==> src/common/safe_mode_pkg.sv <==
// Constants, codes and register map of the safe mode selector.
// Assumes a single 50 MHz clock and a plain strobe register port.
package safe_mode_pkg;

    // ****************************************************************
    // Sizes and timing
    // ****************************************************************
    localparam int          MODE_COUNT       = 8;
    localparam int          ADDR_W           = 8;
    localparam int          DATA_W           = 32;
    localparam int          CODE_W           = 16;
    localparam int          EVENT_W          = 4;
    localparam int          CLK_FREQ_HZ      = 50_000_000;
    localparam int          WATCH_TIME_MS    = 100;
    localparam int          WATCH_CYCLES_DEF = WATCH_TIME_MS * (CLK_FREQ_HZ / 1000);

    // ****************************************************************
    // Diagnostic codes
    // ****************************************************************
    localparam logic [15:0] CODE_IDLE        = 16'h0000;
    localparam logic [15:0] CODE_AWAIT       = 16'h8005;
    localparam logic [15:0] CODE_UNLATCHED   = 16'h8000;
    localparam logic [15:0] CODE_LATCHED     = 16'h8004;
    localparam logic [15:0] CODE_SHORT       = 16'hc001;
    localparam logic [15:0] CODE_OPEN        = 16'hc002;
    localparam logic [15:0] CODE_RST_SHORT   = 16'hc003;
    localparam logic [15:0] CODE_RST_OPEN    = 16'hc004;

    // ****************************************************************
    // Register map (byte addresses) and fields
    // ****************************************************************
    localparam logic [7:0]  OFS_STATUS       = 8'h00;
    localparam logic [7:0]  OFS_MASK         = 8'h04;
    localparam logic [7:0]  OFS_CONFIG       = 8'h08;
    localparam logic [7:0]  OFS_WATCH        = 8'h0c;
    localparam logic [7:0]  OFS_CODE         = 8'h10;
    localparam int          EV_SHORT         = 0;
    localparam int          EV_OPEN          = 1;
    localparam int          EV_RST_FAULT     = 2;
    localparam int          EV_CONFIRM       = 3;
    localparam int          CFG_AUTO_ACK     = 0;
    localparam logic [3:0]  MASK_RESET       = 4'h0;
    localparam logic        AUTO_ACK_RESET   = 1'b0;

    typedef enum logic [2:0] {
        ST_IDLE,
        ST_AWAIT,
        ST_UNLATCHED,
        ST_LATCHED,
        ST_ERR_SHORT,
        ST_ERR_OPEN,
        ST_ERR_RST_SHORT,
        ST_ERR_RST_OPEN
    } sel_state_t;

endpackage : safe_mode_pkg

==> src/common/mode_sync_if.sv <==
// Carrier for the synchronised switch and operator levels.
// Assumes one clock domain; driven by the input synchroniser only.
`timescale 1ns/100ps
interface mode_sync_if #(
    parameter int MODES = 8
);
    logic [MODES-1:0] modes;
    logic             activate;
    logic             errorReset;
    logic             acknowledge;
    logic             lockRelease;

    modport src (output modes, activate, errorReset, acknowledge, lockRelease);
    modport dst (input  modes, activate, errorReset, acknowledge, lockRelease);
endinterface : mode_sync_if

==> src/verilog/mode_input_sync.sv <==
// Three-stage synchroniser with agreement filter for all pin inputs.
// Assumes pins are asynchronous to core_clk; outputs change one clock after agreement.
`timescale 1ns/100ps
module mode_input_sync
    import safe_mode_pkg::*;
#(
    parameter int MODES = safe_mode_pkg::MODE_COUNT
) (
    // Clock and reset
    input  wire logic             core_clk,
    input  wire logic             rst_n,
    // Raw pins
    input  wire logic [MODES-1:0] modePins,
    input  wire logic             activatePin,
    input  wire logic             errorResetPin,
    input  wire logic             acknowledgePin,
    input  wire logic             lockReleasePin,
    // Filtered levels
    mode_sync_if.src              levels
);
    localparam int W = MODES + 4;

    logic [W-1:0] stage1;
    logic [W-1:0] stage2;
    logic [W-1:0] stage3;
    logic [W-1:0] held;
    logic [W-1:0] next_held;

    // ****************************************************************
    // Filter
    // ****************************************************************
    // Each bit moves only where the second and third stages agree, so
    // a glitch caught in a single stage never reaches the state machine.
    always_comb begin
        for (int i = 0; i < W; i++) begin
            next_held[i] = (stage2[i] == stage3[i]) ? stage3[i] : held[i];
        end
    end

    always_ff @(posedge core_clk) begin
        if (!rst_n) begin
            stage1 <= '0;
            stage2 <= '0;
            stage3 <= '0;
            held   <= '0;
        end else begin
            stage1 <= {lockReleasePin, acknowledgePin, errorResetPin, activatePin, modePins};
            stage2 <= stage1;
            stage3 <= stage2;
            held   <= next_held;
        end
    end

    assign levels.modes       = held[MODES-1:0];
    assign levels.activate    = held[MODES];
    assign levels.errorReset  = held[MODES+1];
    assign levels.acknowledge = held[MODES+2];
    assign levels.lockRelease = held[MODES+3];

endmodule : mode_input_sync

==> src/verilog/safe_mode_selector.sv <==
// Safe mode selector: confirms one of up to eight switch positions and
// latches short- and open-circuit faults with a diagnostic code.
// Assumes switch and operator inputs are asynchronous pins and that
// software uses a single-cycle strobe register port on core_clk.
`timescale 1ns/100ps
module safe_mode_selector
    import safe_mode_pkg::*;
#(
    parameter int unsigned WATCH_CYCLES = safe_mode_pkg::WATCH_CYCLES_DEF,
    parameter int          MODES        = safe_mode_pkg::MODE_COUNT
) (
    // Clock and reset
    input  wire logic                                core_clk,
    input  wire logic                                rst_n,
    // Switch and operator pins
    input  wire logic [MODES-1:0]                    mode_input_n,
    input  wire logic                                activate,
    input  wire logic                                errorReset,
    input  wire logic                                acknowledge_input,
    input  wire logic                                lockRelease,
    // Selection results
    output logic      [MODES-1:0]                    mode_confirmed_out_n,
    output logic                                     any_mode_confirmed,
    output logic                                     ready,
    output logic                                     error,
    output logic      [safe_mode_pkg::CODE_W-1:0]    diagnostic_code,
    // Register port
    input  wire logic [safe_mode_pkg::ADDR_W-1:0]    regAddr,
    input  wire logic [safe_mode_pkg::DATA_W-1:0]    regWriteData,
    input  wire logic                                regWrite,
    input  wire logic                                regRead,
    output logic      [safe_mode_pkg::DATA_W-1:0]    regReadData,
    // Interrupt
    output logic                                     irq
);
    import safe_mode_pkg::*;

    // ****************************************************************
    // Input synchronisation
    // ****************************************************************
    mode_sync_if #(.MODES(MODES)) lv ();

    mode_input_sync #(.MODES(MODES)) u_sync (
        .core_clk       (core_clk),
        .rst_n          (rst_n),
        .modePins       (mode_input_n),
        .activatePin    (activate),
        .errorResetPin  (errorReset),
        .acknowledgePin (acknowledge_input),
        .lockReleasePin (lockRelease),
        .levels         (lv.src)
    );

    // ****************************************************************
    // State
    // ****************************************************************
    sel_state_t              state;
    sel_state_t              next_state;
    logic [MODES-1:0]        chosen;
    logic [MODES-1:0]        next_chosen;
    logic [MODES-1:0]        prevModes;
    logic                    prevReset;
    logic                    prevAck;
    logic [31:0]             watchCount;
    logic [31:0]             next_watchCount;
    logic [MODES-1:0]        next_confirmed;
    logic                    next_any;
    logic                    next_ready;
    logic                    next_error;
    logic [CODE_W-1:0]       next_code;
    logic [EVENT_W-1:0]      eventPulse;

    // Registers
    logic [EVENT_W-1:0]      status;
    logic [EVENT_W-1:0]      next_status;
    logic [EVENT_W-1:0]      mask;
    logic [EVENT_W-1:0]      next_mask;
    logic                    autoAck;
    logic                    next_autoAck;
    logic [31:0]             watchLimit;
    logic [31:0]             next_watchLimit;
    logic [DATA_W-1:0]       next_readData;

    // ****************************************************************
    // Decoded input conditions
    // ****************************************************************
    logic [3:0]              activeCount;
    logic                    manyActive;
    logic                    oneActive;
    logic                    noneActive;
    logic                    anyFell;
    logic                    resetRise;
    logic                    ackRise;
    logic                    watchExpired;
    logic                    inError;

    always_comb begin
        activeCount = 4'h0;
        for (int i = 0; i < MODES; i++) begin
            activeCount = activeCount + {3'h0, lv.modes[i]};
        end
    end

    assign manyActive   = (activeCount > 4'h1);
    assign oneActive    = (activeCount == 4'h1);
    assign noneActive   = (activeCount == 4'h0);
    assign anyFell      = |(prevModes & ~lv.modes);
    assign resetRise    = lv.errorReset & ~prevReset;
    assign ackRise      = lv.acknowledge & ~prevAck;
    assign watchExpired = noneActive && (watchCount >= watchLimit);
    assign inError      = (state == ST_ERR_SHORT) || (state == ST_ERR_OPEN) ||
                          (state == ST_ERR_RST_SHORT) || (state == ST_ERR_RST_OPEN);

    // ****************************************************************
    // Transition logic
    // ****************************************************************
    always_comb begin
        next_state  = state;
        next_chosen = chosen;
        if (!lv.activate) begin
            next_state = ST_IDLE;
        end else if (inError) begin
            if (resetRise) begin
                next_state = ST_AWAIT;
            end
        end else if (state == ST_IDLE) begin
            next_state = ST_AWAIT;
        end else if (manyActive) begin
            next_state = lv.errorReset ? ST_ERR_RST_SHORT : ST_ERR_SHORT;
        end else if (watchExpired) begin
            next_state = lv.errorReset ? ST_ERR_RST_OPEN : ST_ERR_OPEN;
        end else begin
            case (state)
                ST_AWAIT: begin
                    if (oneActive && (autoAck || ackRise)) begin
                        next_state  = ST_UNLATCHED;
                        next_chosen = lv.modes;
                    end
                end
                ST_UNLATCHED: begin
                    // A changed switch outranks the lock release falling with it.
                    if (lv.modes != chosen) begin
                        next_state = ST_AWAIT;
                    end else if (!lv.lockRelease) begin
                        next_state = ST_LATCHED;
                    end
                end
                ST_LATCHED: begin
                    if (lv.lockRelease) begin
                        next_state = ST_UNLATCHED;
                    end
                end
                default: begin
                    next_state = ST_IDLE;
                end
            endcase
        end
        if (next_state == ST_IDLE || next_state == ST_AWAIT) begin
            next_chosen = '0;
        end
    end

    // The watch timer only runs while the selector is active, out of fault and sees no contact closed.
    always_comb begin
        if (!lv.activate || inError || state == ST_IDLE || anyFell || !noneActive) begin
            next_watchCount = 32'h0;
        end else if (watchCount != 32'hffffffff) begin
            next_watchCount = watchCount + 32'h1;
        end else begin
            next_watchCount = watchCount;
        end
    end

    // ****************************************************************
    // Output decode from the next state
    // ****************************************************************
    // Outputs are decoded from next_state so the code and the flags move
    // in the very cycle the state register changes.
    always_comb begin
        next_confirmed = '0;
        next_any       = 1'b0;
        next_ready     = 1'b1;
        next_error     = 1'b0;
        case (next_state)
            ST_IDLE: begin
                next_ready = 1'b0;
                next_code  = CODE_IDLE;
            end
            ST_AWAIT: begin
                next_code  = CODE_AWAIT;
            end
            ST_UNLATCHED: begin
                next_confirmed = next_chosen;
                next_any       = 1'b1;
                next_code      = CODE_UNLATCHED;
            end
            ST_LATCHED: begin
                next_confirmed = next_chosen;
                next_any       = 1'b1;
                next_code      = CODE_LATCHED;
            end
            ST_ERR_SHORT: begin
                next_error = 1'b1;
                next_code  = CODE_SHORT;
            end
            ST_ERR_OPEN: begin
                next_error = 1'b1;
                next_code  = CODE_OPEN;
            end
            ST_ERR_RST_SHORT: begin
                next_error = 1'b1;
                next_code  = CODE_RST_SHORT;
            end
            ST_ERR_RST_OPEN: begin
                next_error = 1'b1;
                next_code  = CODE_RST_OPEN;
            end
            default: begin
                next_ready = 1'b0;
                next_code  = CODE_IDLE;
            end
        endcase
    end

    always_ff @(posedge core_clk) begin
        if (!rst_n) begin
            state                <= ST_IDLE;
            chosen               <= '0;
            prevModes            <= '0;
            prevReset            <= 1'b0;
            prevAck              <= 1'b0;
            watchCount           <= 32'h0;
            mode_confirmed_out_n <= '0;
            any_mode_confirmed   <= 1'b0;
            ready                <= 1'b0;
            error                <= 1'b0;
            diagnostic_code      <= CODE_IDLE;
        end else begin
            state                <= next_state;
            chosen               <= next_chosen;
            prevModes            <= lv.modes;
            prevReset            <= lv.errorReset;
            prevAck              <= lv.acknowledge;
            watchCount           <= next_watchCount;
            mode_confirmed_out_n <= next_confirmed;
            any_mode_confirmed   <= next_any;
            ready                <= next_ready;
            error                <= next_error;
            diagnostic_code      <= next_code;
        end
    end

    // ****************************************************************
    // Events and interrupt
    // ****************************************************************
    always_comb begin
        eventPulse               = '0;
        eventPulse[EV_SHORT]     = (next_state == ST_ERR_SHORT) && (state != ST_ERR_SHORT);
        eventPulse[EV_OPEN]      = (next_state == ST_ERR_OPEN) && (state != ST_ERR_OPEN);
        eventPulse[EV_RST_FAULT] = ((next_state == ST_ERR_RST_SHORT) ||
                                    (next_state == ST_ERR_RST_OPEN)) && !inError;
        eventPulse[EV_CONFIRM]   = (next_state == ST_UNLATCHED) && (state == ST_AWAIT);
    end

    assign irq = |(status & mask);

    // ****************************************************************
    // Register port
    // ****************************************************************
    // A write of one clears a status bit, but an event in the same cycle
    // sets it again, so no fault can slip past software.
    always_comb begin
        next_status     = status;
        next_mask       = mask;
        next_autoAck    = autoAck;
        next_watchLimit = watchLimit;
        next_readData   = '0;
        if (regWrite) begin
            case (regAddr)
                OFS_STATUS: next_status  = status & ~regWriteData[EVENT_W-1:0];
                OFS_MASK:   next_mask    = regWriteData[EVENT_W-1:0];
                OFS_CONFIG: next_autoAck = regWriteData[CFG_AUTO_ACK];
                OFS_WATCH:  next_watchLimit = regWriteData;
                default:    next_status  = status;
            endcase
        end
        next_status = next_status | eventPulse;
        if (regRead) begin
            case (regAddr)
                OFS_STATUS: next_readData = {{(DATA_W-EVENT_W){1'b0}}, status};
                OFS_MASK:   next_readData = {{(DATA_W-EVENT_W){1'b0}}, mask};
                OFS_CONFIG: next_readData = {{(DATA_W-1){1'b0}}, autoAck};
                OFS_WATCH:  next_readData = watchLimit;
                OFS_CODE:   next_readData = {{(DATA_W-CODE_W-3){1'b0}}, state, diagnostic_code};
                default:    next_readData = '0;
            endcase
        end
    end

    always_ff @(posedge core_clk) begin
        if (!rst_n) begin
            status      <= '0;
            mask        <= MASK_RESET;
            autoAck     <= AUTO_ACK_RESET;
            watchLimit  <= WATCH_CYCLES;
            regReadData <= '0;
        end else begin
            status      <= next_status;
            mask        <= next_mask;
            autoAck     <= next_autoAck;
            watchLimit  <= next_watchLimit;
            regReadData <= next_readData;
        end
    end

endmodule : safe_mode_selector
==> config.mk <==
export PLATFORM = sky130hd
export DESIGN_NAME = safe_mode_selector
export DESIGN_NICKNAME = d
export VERILOG_FILES = /design/src/common/safe_mode_pkg.sv /design/src/common/mode_sync_if.sv /design/src/verilog/mode_input_sync.sv /design/src/verilog/safe_mode_selector.sv
export SDC_FILE = /design/constraint.sdc
export NUM_CORES = 1
export LEC_CHECK = 0
export BUFFER_PORTS_ARGS = -buffer_cell sky130_fd_sc_hd__buf_2
export CAP_MARGIN = 10
export CELL_PAD_IN_SITES_DETAIL_PLACEMENT = 1
export CELL_PAD_IN_SITES_GLOBAL_PLACEMENT = 1
export CORE_AREA = 2 2 106 184
export CTS_BUF_LIST = sky130_fd_sc_hd__clkbuf_8 sky130_fd_sc_hd__clkbuf_16
export CTS_CLUSTER_SIZE = 28
export DETAILED_ROUTE_END_ITERATION = 10
export DIE_AREA = 0 0 108 186
export PLACE_DENSITY_LB_ADDON = 0.1
export SLEW_MARGIN = 20
export SYNTH_ARGS = -nofsm -noshare
export SYNTH_HDL_FRONTEND = slang
export SYNTH_SLANG_ARGS = --single-unit
==> constraint.sdc <==
create_clock -name core_clk -period 6.1 [get_ports core_clk]
set_input_delay 1.525 -clock core_clk [delete_from_list [all_inputs] [get_ports core_clk]]
set_output_delay 1.525 -clock core_clk [all_outputs]
set_load 0.02 [all_outputs]
Yosys cells after proc, flatten, opt, wreduce, memory -nomap -nowiden:

Index checks and enable logic that the tools add are counted.

* output and inout port bits: 60
* flip-flop bits (word level): 201
* logic and storage cells: 148

* reductions and logical operators: 33
* equality and inequality tests: 35
* add/sub/neg operators: 8
* multiplexer cells: 28
* $lt $le $gt $ge: 2
* bitwise logic cells: 11

Operators with widths (count)
* $pmux W32 S5: 1
* $pmux W16 S8: 1
* $mux W8: 8
* $add A32 B1 Y32 const B: 1
* $ge A32 B32 Y1: 1
* $ne A32 B32 Y1 const B: 1
* $mux W3: 10
* $eq A3 B3 Y1 const B: 8
* $add A4 B1 Y4: 4
* $eq A8 B4 Y1 const B: 2
* $eq A1 B1 Y1: 12
* $eq A3 B2 Y1 const B: 4
* $logic_or A1 B1 Y1: 10
* $reduce_and A2 Y1: 5
* $pmux W3 S3: 1
* $and A4 B4 Y4: 2
* $and A8 B8 Y8: 1
* $eq A8 B3 Y1 const B: 1
* $eq A8 B5 Y1 const B: 1
* $logic_not A8 Y1: 1
* $mux W4: 2
* $ne A8 B8 Y1: 1
* $not A8 Y8: 1
* $reduce_or A4 Y1: 2
* 19 further kinds: 36

Logic depth before layout (Yosys ltp):

Gate-level depths: netlist (run 1).

* depth after elaboration: 20
* depth in mapped cells: 15

Hierarchy:

From an unflattened synthesis (run 1), not the netlist that was laid out.

* cells, all modules: 891
* area, all modules: 8060.2 um^2

By module, submodules not included
* safe_mode_selector: times used 1, cells each 766, seq. area each 2822.7 um^2, area an instance 6620.1 um^2
* mode_input_sync: times used 1, cells each 125, seq. area each 960.9 um^2, area an instance 1440.1 um^2

Least setup slack after synthesis (run 1):

No wires, ideal clock.

* path type: register -> register
* from: reg u_sync.held[0]
* to: reg status[1]
* data required time: 5.984 ns
* path slack: 1.673 ns
* data arrival time: 4.311 ns
* stages on the path, launching flop included: 16
* cell sequence: dfxtp_1 fa_1 inv_1 fa_1 fa_1 inv_1 ha_1 fa_1 nor4bb_1 a21oi_1 or4_1 a21boi_0 o31ai_1 nand2_1 and2_1 a41o_2

* cells in the longest elaborated chain, start to end: 19
* elaborated cells on any way between the ends: 24
* those cells by class: add/sub (7); order compare (1); eq/ne (3); mux (8); bitwise (1); reduce/logical (4)

RTL lines
* start, declared: line mode_input_sync.sv:26 `logic [W-1:0] held;`
* start signal, assigned: line mode_input_sync.sv:50 `held <= next_held;`
* $add A1 B1 Y2: line safe_mode_selector.sv:100 `activeCount = activeCount + {3'h0, lv.modes[i]};`
* $add A2 B1 Y3: line safe_mode_selector.sv:100
* $add A3 B1 Y4: line safe_mode_selector.sv:100
* $add A4 B1 Y4 (4 in series): line safe_mode_selector.sv:100
* $eq A4 B1 Y1: line safe_mode_selector.sv:105 `assign oneActive = (activeCount == 4'h1);`
* $logic_and A1 B1 Y1: line safe_mode_selector.sv:135 `if (oneActive && (autoAck || ackRise)) begin`
* $mux W3: line safe_mode_selector.sv:135
* $pmux W3 S3: line safe_mode_selector.sv:133 `case (state)`
* $mux W3: line safe_mode_selector.sv:130 `end else if (watchExpired) begin`
* $mux W3 *: line safe_mode_selector.sv:128 `end else if (manyActive) begin`
* $mux W3 *: line safe_mode_selector.sv:126 `end else if (state == ST_IDLE) begin`
* $mux W3 *: line safe_mode_selector.sv:122 `end else if (inError) begin`
* $mux W3 *: line safe_mode_selector.sv:120 `if (!lv.activate) begin`
* $eq A3 B3 Y1 *: line safe_mode_selector.sv:259 `eventPulse[EV_OPEN] = (next_state == ST_ERR_OPEN) && (state != ST_ERR_OPEN);`
* $logic_and A1 B1 Y1 *: line safe_mode_selector.sv:259
* $or A4 B4 Y4 *: line safe_mode_selector.sv:287 `next_status = next_status | eventPulse;`
* end signal, assigned: line safe_mode_selector.sv:308 `status <= next_status;`
* end, declared: line safe_mode_selector.sv:74 `logic [EVENT_W-1:0] status;`

Every way passes the cells marked *; elsewhere a longest branch is shown, timed or not.
A chain may end at the register's enable or synchronous reset.

Worst setup path in the final report (run 1):

* from: reg u_sync.held[0]
* to: reg mode_confirmed_out_n[0]

* cells in the longest elaborated chain, start to end: 19
* elaborated cells on any way between the ends: 36
* those cells by class: add/sub (7); order compare (1); eq/ne (5); mux (16); reduce/logical (7)

RTL lines
* $add A1 B1 Y2: line safe_mode_selector.sv:100
* $add A2 B1 Y3: line safe_mode_selector.sv:100
* $add A3 B1 Y4: line safe_mode_selector.sv:100
* $add A4 B1 Y4 (4 in series): line safe_mode_selector.sv:100
* $eq A4 B1 Y1: line safe_mode_selector.sv:105
* $logic_and A1 B1 Y1: line safe_mode_selector.sv:135
* $mux W3: line safe_mode_selector.sv:135
* $pmux W3 S3: line safe_mode_selector.sv:133
* $mux W3: line safe_mode_selector.sv:130
* $mux W3: line safe_mode_selector.sv:128
* $mux W3: line safe_mode_selector.sv:126
* $mux W3: line safe_mode_selector.sv:122
* $mux W3: line safe_mode_selector.sv:120
* $eq A3 B2 Y1 (tied with other cells): line safe_mode_selector.sv:184 `case (next_state)`
* $reduce_or A2 Y1 (no line) / $logic_or A1 B1 Y1 (equally long branches)
* $reduce_and A2 Y1 (no line) / $mux W8 (equally long branches)
* end signal, assigned: line safe_mode_selector.sv:245 `mode_confirmed_out_n <= next_confirmed;`
* end, declared: line safe_mode_selector.sv:22 `output logic [MODES-1:0] mode_confirmed_out_n,`

Several ways; a longest one is shown, not always the timed one.

==> results_dict.tcl, run 1 <==
set metrics [dict create \
    synth_edf_count 0 \
    tns_ns 0 \
    gr-total-overflow 0 \
    grt_pass1_vias 6520 \
    status "completed" \
    netlist_area_sq_um 7850 \
    fillers 2231 \
    yosysWarnings 0 \
    gp_congestion 0.784 \
    drt-initial-drc-count 196 \
    hpwlAfterDp_um 15000 \
    postSynthAreaPerCell_sq_um 9.14 \
    synth.top_cell.area_share_pct 48.2 \
    relSlewSlack_pct 32.0 \
    hold_violations 0 \
    async_flop_share_pct 0 \
    grt_start_max_net_pins 78 \
    cts_inserted_buffers 17 \
    final_antenna_net_count 0 \
    track_usage_pct 21.1 \
    crit_path_end_kind "register" \
    fin_ws_ns 1.23 \
    ir_drop_mv 0.186 \
    synthTopCellsByArea "dfxtp_1 (48%), and2_1 (6.1%), ha_1 (5.7%)" \
    post-cts-setup-buffer-count 0 \
    synth_common_cells "dfxtp_1 (189), nand2_1 (110), and2_1 (77), inv_1 (55), nor2_1 (51)" \
    antenna_found_initial 0 \
    cts_resized 0 \
    max_clock_freq_ghz 0.205 \
    critPathMaxFanout 9 \
    finalNetCount 1050 \
    worstHoldPathType "register to register" \
    fp-row-count 66 \
    die_y_um 186 \
    p_per_area_nw_per_um2 259 \
    yosysSeqAreaShare_pct 48.2 \
    routed_wl_um 20000 \
    dr.pass1.iters 4 \
    die_w_um 108 \
    routedWlPerCell_um 16.6 \
    ys.flop_type "dfxtp_1" \
    worst_pin_slew_ns 1.01 \
    rsz0062_at_grt "no" \
    crit_required_ns 6.46 \
    clk_latency_ns 0.44 \
    crit_type "register to register" \
    cp-start-kind "register" \
    holdBufCountCts 0 \
    crit_arrival_ns 5.24 \
    cts_buffer_depth 2 \
    yosys.area.top_type "dfxtp_1" \
    syn_inst 859 \
    place_ws_ns 1.16 \
    leakage_nw 3.67 \
    min_period_ns 4.87 \
    antenna_cells 0 \
    core_area_sq_um 18600 \
    h-tree-depth 4 \
    drive_above_1_share_pct 16.5 \
    ios 116 \
    drc 0 \
    cts_tree "done" \
    cap_violations 0 \
    grt_pass1_wl_um 32300 \
    final.setup_skew_ns 0.0100 \
    initial_core_util_pct 42.2 \
    dieArea_sq_um 20100 \
    portBuffers 104 \
    vias_per_cell 5.13 \
    path_clk_slew_ns 0.07 \
    period_share_pct 79.9 \
    setup_viol 0 \
    ys_seq_elements 189 \
    finalMaxSlewViolations 0 \
    vias 6181 \
    cts_sinks 189 \
    synth.distinct_cells 63 \
    root_buffer "clkbuf_16" \
    area_growth_pct 15.9 \
    yosysMostFrequentCell "dfxtp_1" \
]
==> final cells by class <==
class,count,area (sq um),share of cell area (%)
clock inverter,15,129,1.42
timing repair buffer,110,566,6.22
inverter,56,210,2.31
clock buffer,17,425,4.68
sequential,189,3780,41.6
multi-input combinational,580,3680,40.5
tap,238,298,3.27
==> critical path: stages (launching register included) <==
cell	delay, ns
dfxtp_1	0.39
fa_1	0.55
inv_1	0.05
fa_1	0.44
fa_1	0.49
inv_1	0.04
ha_1	0.19
fa_1	0.46
nor4bb_1	0.27
a21oi_1	0.18
or4_1	0.55
or2_2	0.33
nand3_1	0.21
nand4bb_1	0.42
nor2_1	0.22
==> worst paths after layout <==
check | from | to | slack [ns] | cells after the start
setup / recovery | u_sync.held[0] | mode_confirmed_out_n[0] | 1.23 | 14
hold / removal | u_sync.stage1[0] | u_sync.stage2[0] | 0.44 | 1
setup reg to reg | u_sync.held[0] | mode_confirmed_out_n[0] | 1.23 | 14
hold reg to reg | u_sync.stage1[0] | u_sync.stage2[0] | 0.44 | 1
==> power by group <==
part,leakage (nW),internal (mW),switching [mW]
combinational,1.88,0.0235,0.0299
clock,0.264,0.536,0.519
sequential,1.53,1.24,0.00439
total,3.67,1.80,0.553
==> per-layer routing <==
layer	routed length (um)	up-vias	GRT usage (%)
met5	0	-	0
met4	561	0	9.03
met3	447	35	4.13
met2	11500	89	41.5
met1	7480	2995	21.0
li1	-	3062	-
==> registers in the layout, indices dropped and copies added (netlist names), 3 cells and up <==
name	flops
watchLimit	32
mode_confirmed_out_n	8
status	4
u_sync.stage2	12
watchCount	32
regReadData	32
state	3
chosen	8
mask	4
u_sync.stage3	12
u_sync.stage1	12
u_sync.held	12
prevModes	8
diagnostic_code	5
==> stage by stage <==
step,hold WS (ns),cells,util [%],total power [mW],instance area [sq um]
6_report,0.435,1205,48.9,2.36,9090
2_1_floorplan,0.412,869,-,1.31,7890
4_1_cts,0.439,1205,48.9,2.39,9090
3_5_place_dp,0.422,1173,46.0,1.33,8540
3_3_place_gp,0.417,1173,46.0,1.33,8540
5_1_grt,0.459,1205,48.9,2.44,9090
==> placed cells by master, fill, tap and decap left out, types with 5 or more instances in the layout <==
cell type,synthesis,layout
a21boi_0,43,43
ha_1,36,36
and2_1,77,77
mux2i_1,9,9
buf_2,1,104
nor3_1,16,16
nor4_1,6,6
xor2_1,22,22
nor2b_1,5,5
nor2_1,51,51
xnor2_1,10,10
o21ai_0,28,28
a22oi_1,9,9
nand4_1,17,17
nand2_1,110,109
a21oi_1,33,33
buf_4,12,6
clkbuf_16,0,17
o211ai_1,8,8
nand3_1,18,18
conb_1,1,11
or3_1,7,7
inv_1,55,55
and3_1,10,10
dfxtp_1,189,189
==> kinds of logic (layout without fill, tap and decap cells) <==
logic type                 count (synthesis)  in the layout  share of synthesized area (%)
and+or+nand+nor                          339            339                           21.9
DFF                                      189            189                           48.2
AOI/OAI and AO/OA                        148            148                           12.9
buffers and inverters                    100            198                           5.37
adders and majority gates                 40             40                           6.76
xor gates and xnor gates                  32             32                           3.57
muxes                                     10             10                           1.29
other                                      1             11                         0.0478
Note: power is estimated with default switching activity, not from simulation.
==> inputs of run 2 (changes only) <==
- clock period: 6.1 -> 4.9 ns (I/O delays scaled with it)
==> run 2 against run 1 <==
  * Worst hold slack got worse by 0.0026 ns
  * Clock-buffer cell count stayed put
  * Sequential power grew 24%
  * Routed wire length increased by 2.8%
  * Critical path depth up 1
  * Clock skew is 0.0023 ns lower
  * Fmax up 3.6%
  * Flip-flop and latch count stayed put
  * First-iteration DRC count is 17% lower
  * Utilization increased by 0.92 points
  * Register-to-register slack got worse by 1.0 ns
  * Via count grew 1.2%
  * Critical path type unchanged
  * Critical endpoint is now chosen[1]
==> results_dict.tcl, run 2 (synthesis gave the netlist of run 1 again) <==
set metrics [dict create \
    die_w_um 108 \
    r2r-start "u_sync.held[0]" \
    root_buffer "clkbuf_16" \
    gr-total-overflow 0 \
    final_antenna_net_count 0 \
    max_clock_freq_ghz 0.212 \
    status "completed" \
    cts_tree "done" \
    final.setup_skew_ns 0.00773 \
    antenna_cells 0 \
    grt_pass1_vias 6577 \
    min_period_ns 4.71 \
    hp-start "u_sync.stage1[2]" \
    area_growth_pct 18.0 \
    critPathLaunch "u_sync.held[0]" \
    vias 6254 \
    clk_latency_ns 0.44 \
    worstHoldPathType "register to register" \
    antenna_found_initial 0 \
    combPwrFrac_pct 2.3 \
    wl_met3_um 461 \
    cap_violations 0 \
    portBuffers 104 \
    dieArea_sq_um 20100 \
    largestRegisters "regReadData x32, watchCount x32, watchLimit x32" \
    track_usage_pct 21.7 \
    grt_pass1_wl_um 32900 \
    finalNetCount 1062 \
    p_seq_share_pct 52.1 \
    topRoutingLayerUsed "met4" \
    gp_congestion 0.843 \
    h-tree-depth 4 \
    final_cell_mix "dfxtp_1 (189), nand2_1 (110), buf_2 (104)" \
    p_total_mw 2.98 \
    p_clk_share_pct 45.6 \
    ir_drop_mv 0.317 \
    relSlewSlack_pct 30.6 \
    cp-start-kind "register" \
    fillers 2224 \
    dr.pass1.iters 6 \
    p_per_area_nw_per_um2 322 \
    p_sw_share_pct 22.9 \
    crit_path_end_kind "register" \
    place_area_sq_um 8600 \
    drt-initial-drc-count 162 \
    cts_buffer_depth 2 \
    crit_type "register to register" \
    cts_inserted_buffers 17 \
    p_switching_uw 682 \
    crit_required_ns 5.20 \
    period_share_pct 96.0 \
    core_area_sq_um 18600 \
    drive_above_1_share_pct 18.2 \
    mostFrequentLayoutCell "dfxtp_1" \
    hold_violations 0 \
    die_y_um 186 \
    routed_wl_um 20500 \
    leakage_nw 3.77 \
    crit_arrival_ns 5.01 \
    routedWlPerCell_um 16.9 \
    rrSetupSlack_ns 0.19 \
    drc 0 \
    routed-wl-met2_um 11600 \
    worst_pin_slew_ns 1.03 \
    initial_core_util_pct 42.2 \
    path_clk_slew_ns 0.07 \
    cts_sinks 189 \
    ios 116 \
    grt_start_max_net_pins 70 \
    internal_power_mw 2.30 \
    critPathMaxFanout 9 \
    vias_per_cell 5.14 \
    fp-row-count 66 \
    hpwlAfterDp_um 15300 \
    setup_viol 0 \
    fin_area_sq_um 9270 \
    wl_met1_um 7510 \
    finalMaxSlewViolations 0 \
]
==> run 2: changes by cell type in the layout (fill, tap and decap cells not counted), moves of 2 or more <==
| cell | change |
|---|---|
| clkinv_4 | +2 |
| clkinvlp_4 | -3 |
| buf_4 | +10 |
| buf_12 | +2 |
==> run 2: worst paths after layout <==
path	endpoint	depth (start not counted)
setup / recovery	chosen[1]	15
hold / removal	u_sync.stage2[2]	1
setup reg to reg	chosen[1]	15
hold reg to reg	u_sync.stage2[2]	1
==> run 2: critical path, cell delays in order, from the launching register on <==
cell      delay [ns]
dfxtp_1         0.33
fa_1            0.55
inv_1           0.06
fa_1            0.45
fa_1            0.49
inv_1           0.04
ha_1            0.20
fa_1            0.49
nor4bb_2        0.33
a21oi_2         0.13
or4_1           0.53
or2_2           0.34
nor2_4          0.15
buf_12          0.15
mux2i_2         0.24
nor3_1          0.08
==> run 2: power by group through the flow <==
stage | logic, mW | clock network, mW | registers, mW
final | 0.0677 | 1.36 | 1.55
after global routing | 0.0758 | 1.46 | 1.55
after CTS | 0.0691 | 1.40 | 1.55
after detailed placement | 0.0688 | 0 | 1.59
after global placement | 0.0681 | 0 | 1.59
after floorplan | 0.0413 | 0 | 1.59
==> run 2: timing repair <==
| item | in CTS | in global routing |
|---|---|---|
| gates resized for setup | 0 | 8 |
| hold buffers | 0 | 0 |
| setup endpoints to repair | 0 | 20 |
| setup buffers | 0 | 4 |
==> run 2: cell type report <==
class / instances / area (sq um) / share of cell area [%]
multi-input cells: 580 / 3710 / 40.1
repair buffers: 122 / 681 / 7.35
well taps: 238 / 298 / 3.21
clock inverters: 15 / 154 / 1.66
clock buffers: 17 / 425 / 4.59
inverters: 56 / 210 / 2.27
flip-flops and latches: 189 / 3780 / 40.8
==> run 2: metrics by stage <==
step | setup TNS, ns | cells | setup WS, ns | hold slack [ns] | utilization [%]
6_report | 0 | 1217 | 0.194 | 0.432 | 49.9
4_1_cts | 0 | 1213 | 0.163 | 0.438 | 49.4
2_1_floorplan | 0 | 869 | 0.473 | 0.412 | -
5_1_grt | -0.328 | 1217 | -0.0491 | 0.453 | 49.9
3_3_place_gp | 0 | 1181 | 0.301 | 0.413 | 46.3
3_5_place_dp | 0 | 1181 | 0.154 | 0.421 | 46.3
==> run 2: routing by layer <==
layer	vias up	track usage [%]
met4	0	10.3
met1	3029	21.5
li1	3075	-
met5	-	0
met3	53	4.34
met2	97	41.9
